File: src/rtl/tmr_defs.svh
// Register offsets, field positions and divider figures of the timer control block.
`ifndef TMR_DEFS_SVH
`define TMR_DEFS_SVH

// ----------------------------------------------------------------------------
// Register offsets
// ----------------------------------------------------------------------------
`define TMR_OFS_CCR 6'h00
`define TMR_OFS_CMR 6'h04
`define TMR_OFS_CV 6'h10
`define TMR_OFS_RA 6'h14
`define TMR_OFS_RB 6'h18
`define TMR_OFS_RC 6'h1C
`define TMR_OFS_SR 6'h20
`define TMR_ADR_BCR 8'hC0
`define TMR_ADR_BMR 8'hC4

// ----------------------------------------------------------------------------
// Command and status bits
// ----------------------------------------------------------------------------
`define TMR_BCR_SYNC 0
`define TMR_CCR_ON 0
`define TMR_CCR_OFF 1
`define TMR_CCR_TRG 2
`define TMR_SR_CLKSTA 16
`define TMR_SR_MLINE_A 17
`define TMR_SR_MLINE_B 18

// ----------------------------------------------------------------------------
// Mode register fields, both views
// ----------------------------------------------------------------------------
`define TMR_M_CLKSRC 0
`define TMR_M_INV 3
`define TMR_M_GATE 4
`define TMR_M_STOP 6
`define TMR_M_OFF 7
`define TMR_M_EDGE 8
`define TMR_M_ABSEL 10
`define TMR_M_EVSRC 10
`define TMR_M_EVTRG 12
`define TMR_M_SHAPE 13
`define TMR_M_CTRG 14
`define TMR_M_WAVE 15
`define TMR_M_LDA 16
`define TMR_M_LDB 18
`define TMR_M_AMA 16
`define TMR_M_CMA 18
`define TMR_M_EVA 20
`define TMR_M_SWA 22
`define TMR_M_BMB 24
`define TMR_M_CMB 26
`define TMR_M_EVB 28
`define TMR_M_SWB 30

// ----------------------------------------------------------------------------
// Internal clock dividers, as low divider bits that must all be one
// ----------------------------------------------------------------------------
`define TMR_DIV_W 10
`define TMR_DIV1_BITS 1
`define TMR_DIV2_BITS 3
`define TMR_DIV3_BITS 5
`define TMR_DIV4_BITS 7
`define TMR_DIV5_BITS 10

`endif

File: src/rtl/tmr_pkg.sv
// Types of the timer control block.
package tmr_pkg;

  typedef struct packed {
    logic [31:0] mode;
    logic [15:0] cv;
    logic [15:0] ra;
    logic [15:0] rb;
    logic [15:0] rc;
    logic clk_en;
    logic stopped;
    logic up;
    logic a_out;
    logic b_out;
    logic a_loaded;
  } tmr_chan_t;

  typedef struct packed {
    tmr_chan_t [2:0] ch;
    logic [5:0] ext_sel;
    logic [9:0] div;
    logic [2:0] clk_s1;
    logic [2:0] clk_s2;
    logic [2:0] a_s1;
    logic [2:0] a_s2;
    logic [2:0] b_s1;
    logic [2:0] b_s2;
    logic [2:0] xc_p;
    logic [2:0] a_p;
    logic [2:0] b_p;
    logic [31:0] prdata;
  } tmr_state_t;

endpackage : tmr_pkg

File: src/rtl/tmr_ctrl.sv
// Three-channel timer control: sync, clock selection, commands, capture and waveform modes.
// Contract
// - Block sync write of one triggers all three channels in one cycle.
// - Line zero source: dedicated input zero, none, channel one A, channel two A.
// - Line one source: dedicated input one, none, channel zero A, channel two A.
// - Line two source: dedicated input two, none, channel zero A, channel one A.
// - Clock-on command enables the counter clock unless clock-off is also written.
// - Clock-off command disables the counter clock and beats clock-on.
// - Soft trigger command resets counter to zero and restarts a stopped clock, but does not enable a disabled one.
// - Clock source codes pick internal clocks one to five, then lines zero to two.
// - For line clock sources, invert zero counts rising edges, one counts falling edges.
// - Gate code 00 leaves clock free; others AND it with line zero, one, two.
// - Capture mode: stop-on-B-load stops the counter clock at each B load.
// - Capture mode: off-on-B-load disables the counter clock at each B load.
// - Capture trigger edge: none, rising, falling, both.
// - Trigger line select zero uses the B line, one the A line.
// - Capture mode C match trigger enable makes a C match reset and start.
// - Wave bit zero is capture mode, one is waveform mode.
// - Load-A field loads A on no, rising, falling or each A-line edge.
// - Load-B field loads B on no, rising, falling or each A-line edge.
// - Waveform mode: stop-on-C-match stops the counter clock at a C match.
// - Waveform mode: off-on-C-match disables the counter clock at a C match.
// - Registers A and B are writable only in waveform mode.
// - Count shape: up, up-down, up with C reset, up-down turning at C.
// - Output action codes: none, set, clear, toggle.
// - Event source: B line as input, or lines zero, one, two.
// - Event trigger enable makes the event reset and start the counter.
`timescale 1ns/100ps
`default_nettype none
`include "tmr_defs.svh"

module tmr_ctrl (
  input wire logic ref_clk,
  input wire logic reset,
  input wire logic psel,
  input wire logic penable,
  input wire logic pwrite,
  input wire logic [7:0] paddr,
  input wire logic [31:0] pwdata,
  output logic [31:0] prdata,
  output logic pready,
  output logic pslverr,
  input wire logic [2:0] dedicated_clk_in,
  input wire logic [2:0] wave_line_a_i,
  output logic [2:0] wave_line_a_o,
  output logic [2:0] wave_line_a_oe,
  input wire logic [2:0] wave_line_b_i,
  output logic [2:0] wave_line_b_o,
  output logic [2:0] wave_line_b_oe,
  output logic [2:0] clock_run
);

  // --------------------------------------------------------------------------
  // Decoding helpers
  // --------------------------------------------------------------------------
  function automatic logic edge_hit(input logic [1:0] code, input logic rise, input logic fall);
    edge_hit = (code[0] & rise) | (code[1] & fall);
  endfunction : edge_hit

  function automatic logic act(input logic [1:0] code, input logic ev, input logic lvl);
    act = lvl;
    if (ev) begin
      unique case (code)
        2'b00: act = lvl;
        2'b01: act = 1'b1;
        2'b10: act = 1'b0;
        2'b11: act = ~lvl;
      endcase
    end
  endfunction : act

  function automatic logic xc_pick(input logic [1:0] code, input logic ded, input logic p, input logic q);
    unique case (code)
      2'b00: xc_pick = ded;
      2'b01: xc_pick = 1'b0;
      2'b10: xc_pick = p;
      2'b11: xc_pick = q;
    endcase
  endfunction : xc_pick

  tmr_pkg::tmr_state_t st_q;
  tmr_pkg::tmr_state_t st_d;
  logic [2:0] xc;
  logic [2:0] a_lvl;
  logic [2:0] b_lvl;
  logic [4:0] itick;
  logic [2:0] tick;
  logic [2:0] trig;
  logic [2:0] c_match;
  logic [2:0] ld_b;
  logic [2:0] sw_trg;
  logic wr;
  logic sync_trg;
  logic mapped;

  // --------------------------------------------------------------------------
  // Next state
  // --------------------------------------------------------------------------
  always_comb begin
    tmr_pkg::tmr_chan_t c;
    logic [31:0] m;
    logic [1:0] shape;
    logic [15:0] top;
    logic sel_edge;
    logic gate;
    logic ccr_hit;
    logic ext_trg;
    logic ev;
    logic tl;
    logic tl_p;
    logic evl;
    logic evl_p;
    logic a_m;
    logic b_m;
    logic ld_a;
    logic [31:0] rd;
    c = '0;
    m = '0;
    shape = '0;
    top = '0;
    sel_edge = 1'b0;
    gate = 1'b0;
    ccr_hit = 1'b0;
    ext_trg = 1'b0;
    ev = 1'b0;
    tl = 1'b0;
    tl_p = 1'b0;
    evl = 1'b0;
    evl_p = 1'b0;
    a_m = 1'b0;
    b_m = 1'b0;
    ld_a = 1'b0;
    rd = '0;
    tick = '0;
    trig = '0;
    c_match = '0;
    ld_b = '0;
    sw_trg = '0;
    st_d = st_q;
    // Pins are synchronised; only the second stage feeds any logic.
    st_d.clk_s1 = dedicated_clk_in;
    st_d.clk_s2 = st_q.clk_s1;
    st_d.a_s1 = wave_line_a_i;
    st_d.a_s2 = st_q.a_s1;
    st_d.b_s1 = wave_line_b_i;
    st_d.b_s2 = st_q.b_s1;
    st_d.div = st_q.div + 10'h001;
    itick[0] = &st_q.div[`TMR_DIV1_BITS-1:0];
    itick[1] = &st_q.div[`TMR_DIV2_BITS-1:0];
    itick[2] = &st_q.div[`TMR_DIV3_BITS-1:0];
    itick[3] = &st_q.div[`TMR_DIV4_BITS-1:0];
    itick[4] = &st_q.div[`TMR_DIV5_BITS-1:0];
    wr = psel & penable & pwrite;
    sync_trg = wr && (paddr == `TMR_ADR_BCR) && pwdata[`TMR_BCR_SYNC];
    if (wr && (paddr == `TMR_ADR_BMR)) begin
      st_d.ext_sel = pwdata[5:0];
    end
    for (int i = 0; i < 3; i++) begin
      a_lvl[i] = st_q.ch[i].mode[`TMR_M_WAVE] ? st_q.ch[i].a_out : st_q.a_s2[i];
      b_lvl[i] = (st_q.ch[i].mode[`TMR_M_WAVE] && (st_q.ch[i].mode[`TMR_M_EVSRC+:2] != 2'b00))
        ? st_q.ch[i].b_out : st_q.b_s2[i];
    end
    xc[0] = xc_pick(st_q.ext_sel[1:0], st_q.clk_s2[0], a_lvl[1], a_lvl[2]);
    xc[1] = xc_pick(st_q.ext_sel[3:2], st_q.clk_s2[1], a_lvl[0], a_lvl[2]);
    xc[2] = xc_pick(st_q.ext_sel[5:4], st_q.clk_s2[2], a_lvl[0], a_lvl[1]);
    st_d.xc_p = xc;
    st_d.a_p = a_lvl;
    st_d.b_p = b_lvl;
    mapped = (paddr == `TMR_ADR_BCR) || (paddr == `TMR_ADR_BMR);
    for (int i = 0; i < 3; i++) begin
      c = st_q.ch[i];
      m = c.mode;
      shape = m[`TMR_M_SHAPE+:2];
      if (m[`TMR_M_CLKSRC+:3] < 3'b101) begin
        sel_edge = itick[m[`TMR_M_CLKSRC+:3]];
      end else begin
        sel_edge = m[`TMR_M_INV]
          ? (~xc[m[`TMR_M_CLKSRC+:2] - 2'd1] & st_q.xc_p[m[`TMR_M_CLKSRC+:2] - 2'd1])
          : (xc[m[`TMR_M_CLKSRC+:2] - 2'd1] & ~st_q.xc_p[m[`TMR_M_CLKSRC+:2] - 2'd1]);
      end
      gate = (m[`TMR_M_GATE+:2] == 2'b00) | xc[m[`TMR_M_GATE+:2] - 2'd1];
      tick[i] = sel_edge & gate & c.clk_en & ~c.stopped;
      c_match[i] = tick[i] && (c.cv == c.rc);
      a_m = m[`TMR_M_WAVE] && tick[i] && (c.cv == c.ra);
      b_m = m[`TMR_M_WAVE] && tick[i] && (c.cv == c.rb);
      ccr_hit = wr && (paddr[7:6] == 2'(i)) && (paddr[5:0] == `TMR_OFS_CCR);
      sw_trg[i] = (ccr_hit && pwdata[`TMR_CCR_TRG]) || sync_trg;
      tl = m[`TMR_M_ABSEL] ? a_lvl[i] : b_lvl[i];
      tl_p = m[`TMR_M_ABSEL] ? st_q.a_p[i] : st_q.b_p[i];
      ext_trg = edge_hit(m[`TMR_M_EDGE+:2], tl & ~tl_p, ~tl & tl_p);
      if (m[`TMR_M_EVSRC+:2] == 2'b00) begin
        evl = b_lvl[i];
        evl_p = st_q.b_p[i];
      end else begin
        evl = xc[m[`TMR_M_EVSRC+:2] - 2'd1];
        evl_p = st_q.xc_p[m[`TMR_M_EVSRC+:2] - 2'd1];
      end
      ev = edge_hit(m[`TMR_M_EDGE+:2], evl & ~evl_p, ~evl & evl_p);
      if (!m[`TMR_M_WAVE]) begin
        trig[i] = sw_trg[i] | ext_trg | (m[`TMR_M_CTRG] & c_match[i]);
      end else begin
        trig[i] = sw_trg[i] | (ev & m[`TMR_M_EVTRG]) | ((shape == 2'b10) & c_match[i]);
      end
      if (trig[i]) begin
        c.cv = 16'h0000;
        c.up = 1'b1;
        c.a_loaded = 1'b0;
      end else if (tick[i]) begin
        top = shape[1] ? c.rc : 16'hFFFF;
        if (!m[`TMR_M_WAVE] || !shape[0]) begin
          c.cv = c.cv + 16'h0001;
        end else if (c.up) begin
          c.up = (c.cv < top);
          c.cv = c.up ? c.cv + 16'h0001 : c.cv - 16'h0001;
        end else begin
          c.up = (c.cv == 16'h0000);
          c.cv = c.up ? c.cv + 16'h0001 : c.cv - 16'h0001;
        end
      end
      // capture loads; B waits for an A load
      ld_a = !m[`TMR_M_WAVE] && edge_hit(m[`TMR_M_LDA+:2], a_lvl[i] & ~st_q.a_p[i], ~a_lvl[i] & st_q.a_p[i]);
      ld_b[i] = !m[`TMR_M_WAVE] && c.a_loaded
        && edge_hit(m[`TMR_M_LDB+:2], a_lvl[i] & ~st_q.a_p[i], ~a_lvl[i] & st_q.a_p[i]);
      if (ld_a) begin
        c.ra = st_q.ch[i].cv;
        c.a_loaded = 1'b1;
      end
      if (ld_b[i]) begin
        c.rb = st_q.ch[i].cv;
        c.a_loaded = 1'b0;
      end
      // trigger restarts a stopped clock only
      if (trig[i]) begin
        c.stopped = 1'b0;
      end
      if ((!m[`TMR_M_WAVE] && m[`TMR_M_STOP] && ld_b[i]) || (m[`TMR_M_WAVE] && m[`TMR_M_STOP] && c_match[i])) begin
        c.stopped = 1'b1;
      end
      if ((!m[`TMR_M_WAVE] && m[`TMR_M_OFF] && ld_b[i]) || (m[`TMR_M_WAVE] && m[`TMR_M_OFF] && c_match[i])) begin
        c.clk_en = 1'b0;
      end
      if (ccr_hit && pwdata[`TMR_CCR_ON] && !pwdata[`TMR_CCR_OFF]) begin
        c.clk_en = 1'b1;
        c.stopped = 1'b0;
      end
      if (ccr_hit && pwdata[`TMR_CCR_OFF]) begin
        c.clk_en = 1'b0;
      end
      // output actions, later events override earlier ones
      if (m[`TMR_M_WAVE]) begin
        c.a_out = act(m[`TMR_M_AMA+:2], a_m, c.a_out);
        c.a_out = act(m[`TMR_M_CMA+:2], c_match[i], c.a_out);
        c.a_out = act(m[`TMR_M_EVA+:2], ev, c.a_out);
        c.a_out = act(m[`TMR_M_SWA+:2], sw_trg[i], c.a_out);
        if (m[`TMR_M_EVSRC+:2] != 2'b00) begin
          c.b_out = act(m[`TMR_M_BMB+:2], b_m, c.b_out);
          c.b_out = act(m[`TMR_M_CMB+:2], c_match[i], c.b_out);
          c.b_out = act(m[`TMR_M_EVB+:2], ev, c.b_out);
          c.b_out = act(m[`TMR_M_SWB+:2], sw_trg[i], c.b_out);
        end
      end
      if (wr && (paddr[7:6] == 2'(i))) begin
        unique case (paddr[5:0])
          `TMR_OFS_CMR: c.mode = pwdata;
          // A and B writable in waveform mode only
          `TMR_OFS_RA: c.ra = m[`TMR_M_WAVE] ? pwdata[15:0] : c.ra;
          `TMR_OFS_RB: c.rb = m[`TMR_M_WAVE] ? pwdata[15:0] : c.rb;
          `TMR_OFS_RC: c.rc = pwdata[15:0];
          default: ;
        endcase
      end
      st_d.ch[i] = c;
      if (paddr[7:6] == 2'(i)) begin
        mapped = (paddr[5:0] == `TMR_OFS_CCR) || (paddr[5:0] == `TMR_OFS_CMR) || (paddr[5:0] == `TMR_OFS_CV)
          || (paddr[5:0] == `TMR_OFS_RA) || (paddr[5:0] == `TMR_OFS_RB) || (paddr[5:0] == `TMR_OFS_RC)
          || (paddr[5:0] == `TMR_OFS_SR);
        unique case (paddr[5:0])
          `TMR_OFS_CMR: rd = st_q.ch[i].mode;
          `TMR_OFS_CV: rd = {16'h0000, st_q.ch[i].cv};
          `TMR_OFS_RA: rd = {16'h0000, st_q.ch[i].ra};
          `TMR_OFS_RB: rd = {16'h0000, st_q.ch[i].rb};
          `TMR_OFS_RC: rd = {16'h0000, st_q.ch[i].rc};
          `TMR_OFS_SR: begin
            rd[`TMR_SR_CLKSTA] = st_q.ch[i].clk_en;
            rd[`TMR_SR_MLINE_A] = a_lvl[i];
            rd[`TMR_SR_MLINE_B] = b_lvl[i];
          end
          default: rd = '0;
        endcase
      end
    end
    if (paddr == `TMR_ADR_BMR) begin
      rd = {26'h0000000, st_q.ext_sel};
    end
    // Read data is caught in the setup cycle so that it leaves a flip-flop.
    if (psel && !penable) begin
      st_d.prdata = rd;
    end
  end

  always_ff @(posedge ref_clk) begin
    if (reset) begin
      st_q <= '0;
    end else begin
      st_q <= st_d;
    end
  end

  // --------------------------------------------------------------------------
  // Outputs
  // --------------------------------------------------------------------------
  assign prdata = st_q.prdata;
  assign pready = 1'b1;
  assign pslverr = psel & penable & ~mapped;

  generate
    for (genvar g = 0; g < 3; g++) begin : g_pins
      assign wave_line_a_o[g] = st_q.ch[g].a_out;
      assign wave_line_a_oe[g] = st_q.ch[g].mode[`TMR_M_WAVE];
      assign wave_line_b_o[g] = st_q.ch[g].b_out;
      assign wave_line_b_oe[g] = st_q.ch[g].mode[`TMR_M_WAVE] & (st_q.ch[g].mode[`TMR_M_EVSRC+:2] != 2'b00);
      assign clock_run[g] = st_q.ch[g].clk_en & ~st_q.ch[g].stopped;
    end
  endgenerate
endmodule : tmr_ctrl
`default_nettype wire

File: config.mk
export PLATFORM = sky130hd
export DESIGN_NAME = tmr_ctrl
export DESIGN_NICKNAME = d
export VERILOG_FILES = /design/src/rtl/tmr_pkg.sv /design/src/rtl/tmr_ctrl.sv
export VERILOG_INCLUDE_DIRS = /design/src /design/src/rtl
export SDC_FILE = /design/constraint.sdc
export NUM_CORES = 1
export LEC_CHECK = 0
export BUFFER_PORTS_ARGS = -buffer_cell sky130_fd_sc_hd__buf_4
export CORE_MARGIN = 2
export CORE_UTILIZATION = 25
export DETAILED_ROUTE_END_ITERATION = 8
export GPL_ROUTABILITY_DRIVEN = 0
export GPL_TIMING_DRIVEN = 0
export SKIP_LAST_GASP = 1
export SLEW_MARGIN = 20
export SYNTH_ARGS = -nofsm -noshare
export SYNTH_HDL_FRONTEND = slang
export SYNTH_SLANG_ARGS = --single-unit
File: constraint.sdc
create_clock -name ref_clk -period 5.8 [get_ports ref_clk]
set_clock_uncertainty 0.2 [all_clocks]
set_input_delay 0 -clock ref_clk [delete_from_list [all_inputs] [get_ports ref_clk]]
set_output_delay 0 -clock ref_clk [all_outputs]
set_load 0.03 [all_outputs]
* Word-level counts from Yosys, hierarchy flattened *
Cells that the tools add are included.

word-level totals
  flip-flop bits (word level) = 381
  input port bits = 54
  output and inout bits = 49
  logic and storage cells = 740

operators by class
  $add $sub $neg = 16
  magnitude comparators = 18
  equal/unequal tests = 106
  muxes and demuxes = 226
  bitwise logic cells = 154
  reduce and logical (&&, ||, !) cells = 175

operator list
  cell                   count
  $mux 16                36
  $pmux 16 s6            2
  $eq 16x16->1           9
  $mux 48                3
  $mux 32                4
  $mux 1                 126
  $eq 2x2->1 const B     58
  $pmux 1 s4             27
  $pmux 16 s5            1
  $and 1x1->1            75
  $logic_and 1x1->1      70
  $logic_not 2->1        34
  $eq 2x1->1 const B     28
  $not 1->1              52
  $pmux 13 s2            2
  $add 16x1->16 const B  3
  $logic_not 16->1       3
  $lt 16x16->1           3
  $sub 16x1->16 const B  3
  $bmux 1 s2             15
  $lt 2x3->1 const B     9
  $or 1x1->1             27
  $eq 6x5->1 const B     4
  $reduce_and 2->1       12
  other kinds (21)       89

* Longest topological paths before layout *
  word-level depth = 29
  mapped depth = 16

* Worst setup path after synthesis *
No wires, ideal clock.

  path type = register to register
  from = register st_q[359] (netlist name)
  to = register st_q[316] (netlist name)
  arrival = 3.691 ns
  data required time = 5.514 ns
  path slack = 1.824 ns
  cell stages (with the launch flop) = 17
  path buffers = 4
  cell sequence = dfxtp_1 -> clkbuf_1 -> inv_1 -> ha_1 -> clkbuf_1 -> mux2_2 -> a221o_1 -> a31o_2 -> a211o_1 -> a41oi_1 -> a31oi_1 -> o21ai_1 -> nand3_1 -> buf_2 -> buf_2 -> mux2i_1 -> a211oi_1

on the way
  cells in the longest elaborated chain, start to end = 19
  elaborated cells on any way between the ends = 40
  those cells by class = add/sub: 1; mux: 15; bitwise: 19; reduce/logical: 5

RTL lines
  item                                              line                                               RTL
  start: declaration                                tmr_ctrl.sv:81                                     tmr_pkg::tmr_state_t st_q;
  start signal: assignment                          tmr_ctrl.sv:305                                    st_q <= st_d;
  $sub 2x1->2 or $reduce_bool 2->1 (tied branches)  tmr_ctrl.sv:195, tmr_ctrl.sv:196, tmr_ctrl.sv:160
  $bmux 1 s2, or another cell as far along          tmr_ctrl.sv:196                                    evl_p = st_q.xc_p[m[`TMR_M_EVSRC+:2] - 2'd1];
  $mux 1, on equally long branches                  tmr_ctrl.sv:196, tmr_ctrl.sv:160, tmr_ctrl.sv:195
  $mux 1                                            tmr_ctrl.sv:191                                    if (m[`TMR_M_EVSRC+:2] == 2'b00) begin
  $not 1->1                                         tmr_ctrl.sv:198                                    ev = edge_hit(m[`TMR_M_EDGE+:2], evl & ~evl_p, ~evl & evl_p);
  $and 1x1->1                                       tmr_ctrl.sv:198
  $and 1x1->1                                       tmr_ctrl.sv:57                                     edge_hit = (code[0] & rise) | (code[1] & fall);
  $or 1x1->1                                        tmr_ctrl.sv:57
  $and 1x1->1                                       tmr_ctrl.sv:202                                    trig[i] = sw_trg[i] | (ev & m[`TMR_M_EVTRG]) | ((shape == 2'b10) & c_match[i]);
  $or 1x1->1 (2 in a row)                           tmr_ctrl.sv:202
  $mux 1 *                                          tmr_ctrl.sv:199                                    if (!m[`TMR_M_WAVE]) begin
  $mux 1 *                                          tmr_ctrl.sv:204                                    if (trig[i]) begin
  $logic_and 1x1->1 * (2 in a row)                  tmr_ctrl.sv:222                                    ld_b[i] = !m[`TMR_M_WAVE] && c.a_loaded
  $mux 16 *                                         tmr_ctrl.sv:228                                    if (ld_b[i]) begin
  $mux 16                                           tmr_ctrl.sv:267                                    `TMR_OFS_RB: c.rb = m[`TMR_M_WAVE] ? pwdata[15:0] : c.rb;
  $mux 16                                           tmr_ctrl.sv:263                                    unique case (paddr[5:0])
  $mux 48 *                                         tmr_ctrl.sv:262                                    if (wr && (paddr[7:6] == 2'(i))) begin

Every way passes the cells marked *; elsewhere a longest branch is shown, timed or not. The select of a mux whose other input is x is not followed.
A chain may end at the register's enable or synchronous reset.

* Worst setup path after layout *
  from = register st_q, in the netlist wave_line_a_o[0]
  to = register st_q[141] (netlist name)

on the way
  cells in the longest elaborated chain, start to end = 16
  elaborated cells on any way between the ends = 42
  those cells by class = mux: 14; bitwise: 26; reduce/logical: 2

RTL lines
  item                                   line                              RTL
  $mux 1 *                               tmr_ctrl.sv:159                   a_lvl[i] = st_q.ch[i].mode[`TMR_M_WAVE] ? st_q.ch[i].a_out : st_q.a_s2[i];
  $pmux 1 s4                             tmr_ctrl.sv:73                    unique case (code)
  $bmux 1 s2                             tmr_ctrl.sv:178, tmr_ctrl.sv:179
  $mux 1                                 tmr_ctrl.sv:178, tmr_ctrl.sv:179
  $not 1->1                              tmr_ctrl.sv:178                   ? (~xc[m[`TMR_M_CLKSRC+:2] - 2'd1] & st_q.xc_p[m[`TMR_M_CLKSRC+:2] - 2'd1])
  $and 1x1->1                            tmr_ctrl.sv:178
  $mux 1                                 tmr_ctrl.sv:177                   sel_edge = m[`TMR_M_INV]
  $mux 1                                 tmr_ctrl.sv:174                   if (m[`TMR_M_CLKSRC+:3] < 3'b101) begin
  $and 1x1->1 (3 in a row)               tmr_ctrl.sv:182                   tick[i] = sel_edge & gate & c.clk_en & ~c.stopped;
  $logic_and 1x1->1                      tmr_ctrl.sv:183                   c_match[i] = tick[i] && (c.cv == c.rc);
  $and 1x1->1, on equally long branches  tmr_ctrl.sv:200, tmr_ctrl.sv:202
  $or 1x1->1, on equally long branches   tmr_ctrl.sv:200, tmr_ctrl.sv:202
  $mux 1                                 tmr_ctrl.sv:199
  $reduce_or 2->1 (no line)              -

Marks and branches as above.

==> impl_metrics.tcl <==
set metrics [dict create \
    drive_gt1_share_pct 9.23 \
    clk_latency_ps 610 \
    clock-sinks 381 \
    setup_viol 0 \
    r2r_end "st_q[141]$_SDFFE_PP0N_" \
    ys_seq_elements 381 \
    r2r-start "wave_line_a_o[0]$_SDFFE_PP0P_" \
    path_max_fanout 10 \
    max_slew_margin_pct 20.5 \
    r2r_slack_ps 770 \
    synth_adder_area_share_pct 3.06 \
    gr-total-overflow 0 \
    die_w_um 322 \
    muxShareOfSynthArea_pct 8.12 \
    critical_path_arrival_ps 5300 \
    vias_per_cell 5.61 \
    core-area_mm2 0.100 \
    nFillCells 10800 \
    grt_max_degree 14 \
    clk_pin_slew_ps 60 \
    synth_simple_gate_area_share_pct 22.0 \
    synth_warnings 0 \
    grt_pass1_vias 24700 \
    r2r_cells 13 \
    nets 3614 \
    path_class "flop to flop" \
    synthToLayoutAreaGrowth_pct 18.2 \
    drtIter0Drc 3618 \
    finalHoldViolCount 0 \
    synthXorXnorAreaFrac_pct 7.48 \
    leakagePower_uw 0.0110 \
    synth_cell_types 89 \
    clock_path_buffers 3 \
    synth-edff-count 0 \
    synth_nets 3409 \
    cts_buffers 45 \
    fin_util_pct 29.8 \
    syn_inst 3294 \
    synth_seq_area_share_pct 30.2 \
    crit_path_end "st_q[141]$_SDFFE_PP0N_" \
    max_slew.worst_pin.slew_ps 1190 \
    drv_slew 0 \
    synth_compound_area_share_pct 22.7 \
    synthesis.area_mm2 0.0253 \
    ctsResizeCount 0 \
    routed_wl_mm 113 \
    post-route-min-period_ps 5030 \
    antenna_found_initial 4 \
    hold_buffers 62 \
    rsz0062_at_grt "false" \
    htree_levels 2 \
    async_reset_ff_share_pct 0 \
    grt_pass1_wl_mm 164 \
    rows 116 \
    critPathLaunchType "flop" \
    vdd_drop_max_v 0.000181 \
    cts_tree "done" \
    drc_errors 0 \
    wl_per_cell_um 23.4 \
    grtUsageTotal_pct 20.9 \
    dr.pass1.iters 9 \
    synth_top_family_by_area "compound AO/OA/AOI/OAI gates" \
    cp-end-kind "flop" \
    power.density_mw_per_mm2 206 \
    synth_top_flop_cell "dfxtp_1" \
    drv_cap 0 \
    vias 27100 \
    die_height_um 322 \
    status "finished, final reports clean" \
    port_buffers 96 \
    postRouteAntennaNets 0 \
    post_cts_buffers 0 \
    dp_hpwl_mm 85.1 \
    fmax_ghz 0.199 \
    syn_avg_cell_area_um2 7.67 \
    min_path_type "primary input to flop" \
    crit_path_start "wave_line_a_o[0]$_SDFFE_PP0P_" \
    cp.required_ps 6070 \
    dieArea_mm2 0.104 \
    fin_tns_setup_ps 0 \
    ios 103 \
    timing.final.crit_share_pct 86.7 \
    initial_core_util_pct 25.2 \
    cts_root_buf "clkbuf_16" \
]
[registers in the layout (all words and copies together) (netlist names)]
register	flops
st_q	330
prdata	32
st_d	9
wave_line_a_o	3
wave_line_a_oe	3
wave_line_b_o	3
itick	1
[synthesized netlist by cell type (all sizes together), types with 7 or more instances]
master,n,area share [%]
nor2,323,4.8
buf,73,1.8
o221ai,10,0.35
and4,12,0.42
dfxtp,381,30
a41oi,9,0.31
nand2,438,6.5
nor4,27,0.73
nand3,73,1.4
and3,36,0.89
nor3b,10,0.30
and2,27,0.67
o21ai,97,2.0
mux2,56,2.5
o221a,8,0.36
or3,18,0.45
a22oi,92,2.7
a21boi,10,0.30
o21a,7,0.21
xor2,94,3.3
ha,61,3.0
o22ai,50,1.2
a21oi,245,4.9
a31oi,22,0.60
mux2i,142,5.6
nand2b,24,0.59
nand4,47,1.2
nor2b,92,2.3
xnor2,122,4.2
a21o,20,0.59
inv,49,0.73
clkbuf,259,3.8
o211ai,11,0.35
a211oi,145,4.3
a221oi,46,1.6
nor3,51,1.0
[routing by layer]
metal | wire length [um] | up-vias | GRT usage, %
met3 | 12600 | 318 | 5.16
met4 | 6010 | 4 | 9.53
met5 | 26 | - | 0
met1 | 46200 | 13000 | 27.7
met2 | 48200 | 1607 | 31.9
li1 | - | 12200 | -
[worst max-delay path, stage by stage (launching register included)]
cell      delay (ps)
dfxtp_1          490
mux2i_1          310
a21oi_1          700
a21oi_1          200
or4_4            580
a31oi_4          500
and4_1           270
buf_4            210
o211ai_2         170
nand2b_1         290
nand2b_1         170
clkbuf_1         330
buf_2            340
a21oi_1          100
[area by class of cell]
type                            count  area (um^2)  share of cell area (%)
Clock inverter                     27          328                    1.10
Multi-Input combinational cell   2532        16100                    53.8
Tap cell                         1298         1620                    5.44
Sequential cell                   381         7630                    25.5
Antenna cell                        2         5.00                  0.0167
Inverter                           49          184                   0.616
Clock buffer                       54         1250                    4.19
Timing Repair Buffer              158         1340                    4.49
Buffer                            332         1450                    4.86
[through the flow]
| step | hold WS (ps) | instance area [um^2] | cells | setup slack (ps) | total power, uW |
|---|---|---|---|---|---|
| 3_3_place_gp | 12.7 | 27600 | 4688 | 1000 | 3030 |
| 4_1_cts | 10.5 | 29900 | 4831 | 942 | 6140 |
| 3_5_place_dp | 18.9 | 27700 | 4688 | 958 | 3040 |
| 6_report | 29.4 | 29900 | 4833 | 773 | 6150 |
| 5_1_grt | 47.2 | 29900 | 4832 | 536 | 6270 |
| 2_1_floorplan | -71.8 | 25300 | 3294 | 1820 | 2850 |
[worst min path at each step]
stage                   startpoint                      to  slack [ps]  cells past startpoint
2_1_floorplan     wave_line_b_i[0]     st_d[41]$_SDFF_PP0_         -70                      1
3_3_place_gp      wave_line_a_i[0]     st_d[47]$_SDFF_PP0_          10                      2
3_5_place_dp   dedicated_clk_in[1]     st_d[54]$_SDFF_PP0_          20                      2
4_1_cts                 pwdata[26]  st_q[375]$_SDFFE_PP0P_          10                      4
5_1_grt                 pwdata[27]  st_q[172]$_SDFFE_PP0P_          50                      4
6_report                pwdata[27]  st_q[274]$_SDFFE_PP0P_          30                      4
[power by group]
group          leakage, uW  internal [uW]  total [uW]  switching (uW)
Combinational      0.00717            108         384             276
Sequential         0.00307           2630        2650            17.4
Clock             0.000780           1850        3110            1270
Total               0.0110           4590        6150            1560
[kinds of logic (layout without fill, tap and decap cells)]
family,after synthesis,count (layout)
multiplexers,198,198
other,1,3
AO/OA/AOI/OAI,852,852
flip-flops,381,381
XOR/XNOR,216,216
adder cells (fa/ha/maj),62,62
buffers and inverters,381,620
AND/OR/NAND/NOR,1203,1203
[cells in the final DEF (no fill, tap or decap), types with 55 or more instances in the layout]
cell	instances
mux2_2	55
o21ai_0	92
nor2b_1	92
clkbuf_1	250
nand2_1	438
a211oi_1	145
dlygate4sd3_1	62
a21oi_1	245
xor2_1	94
xnor2_1	122
a22oi_1	92
ha_1	61
buf_4	140
nand3_1	73
nor2_1	323
dfxtp_1	381
mux2i_1	142
Power figures use the tool's default switching activity.
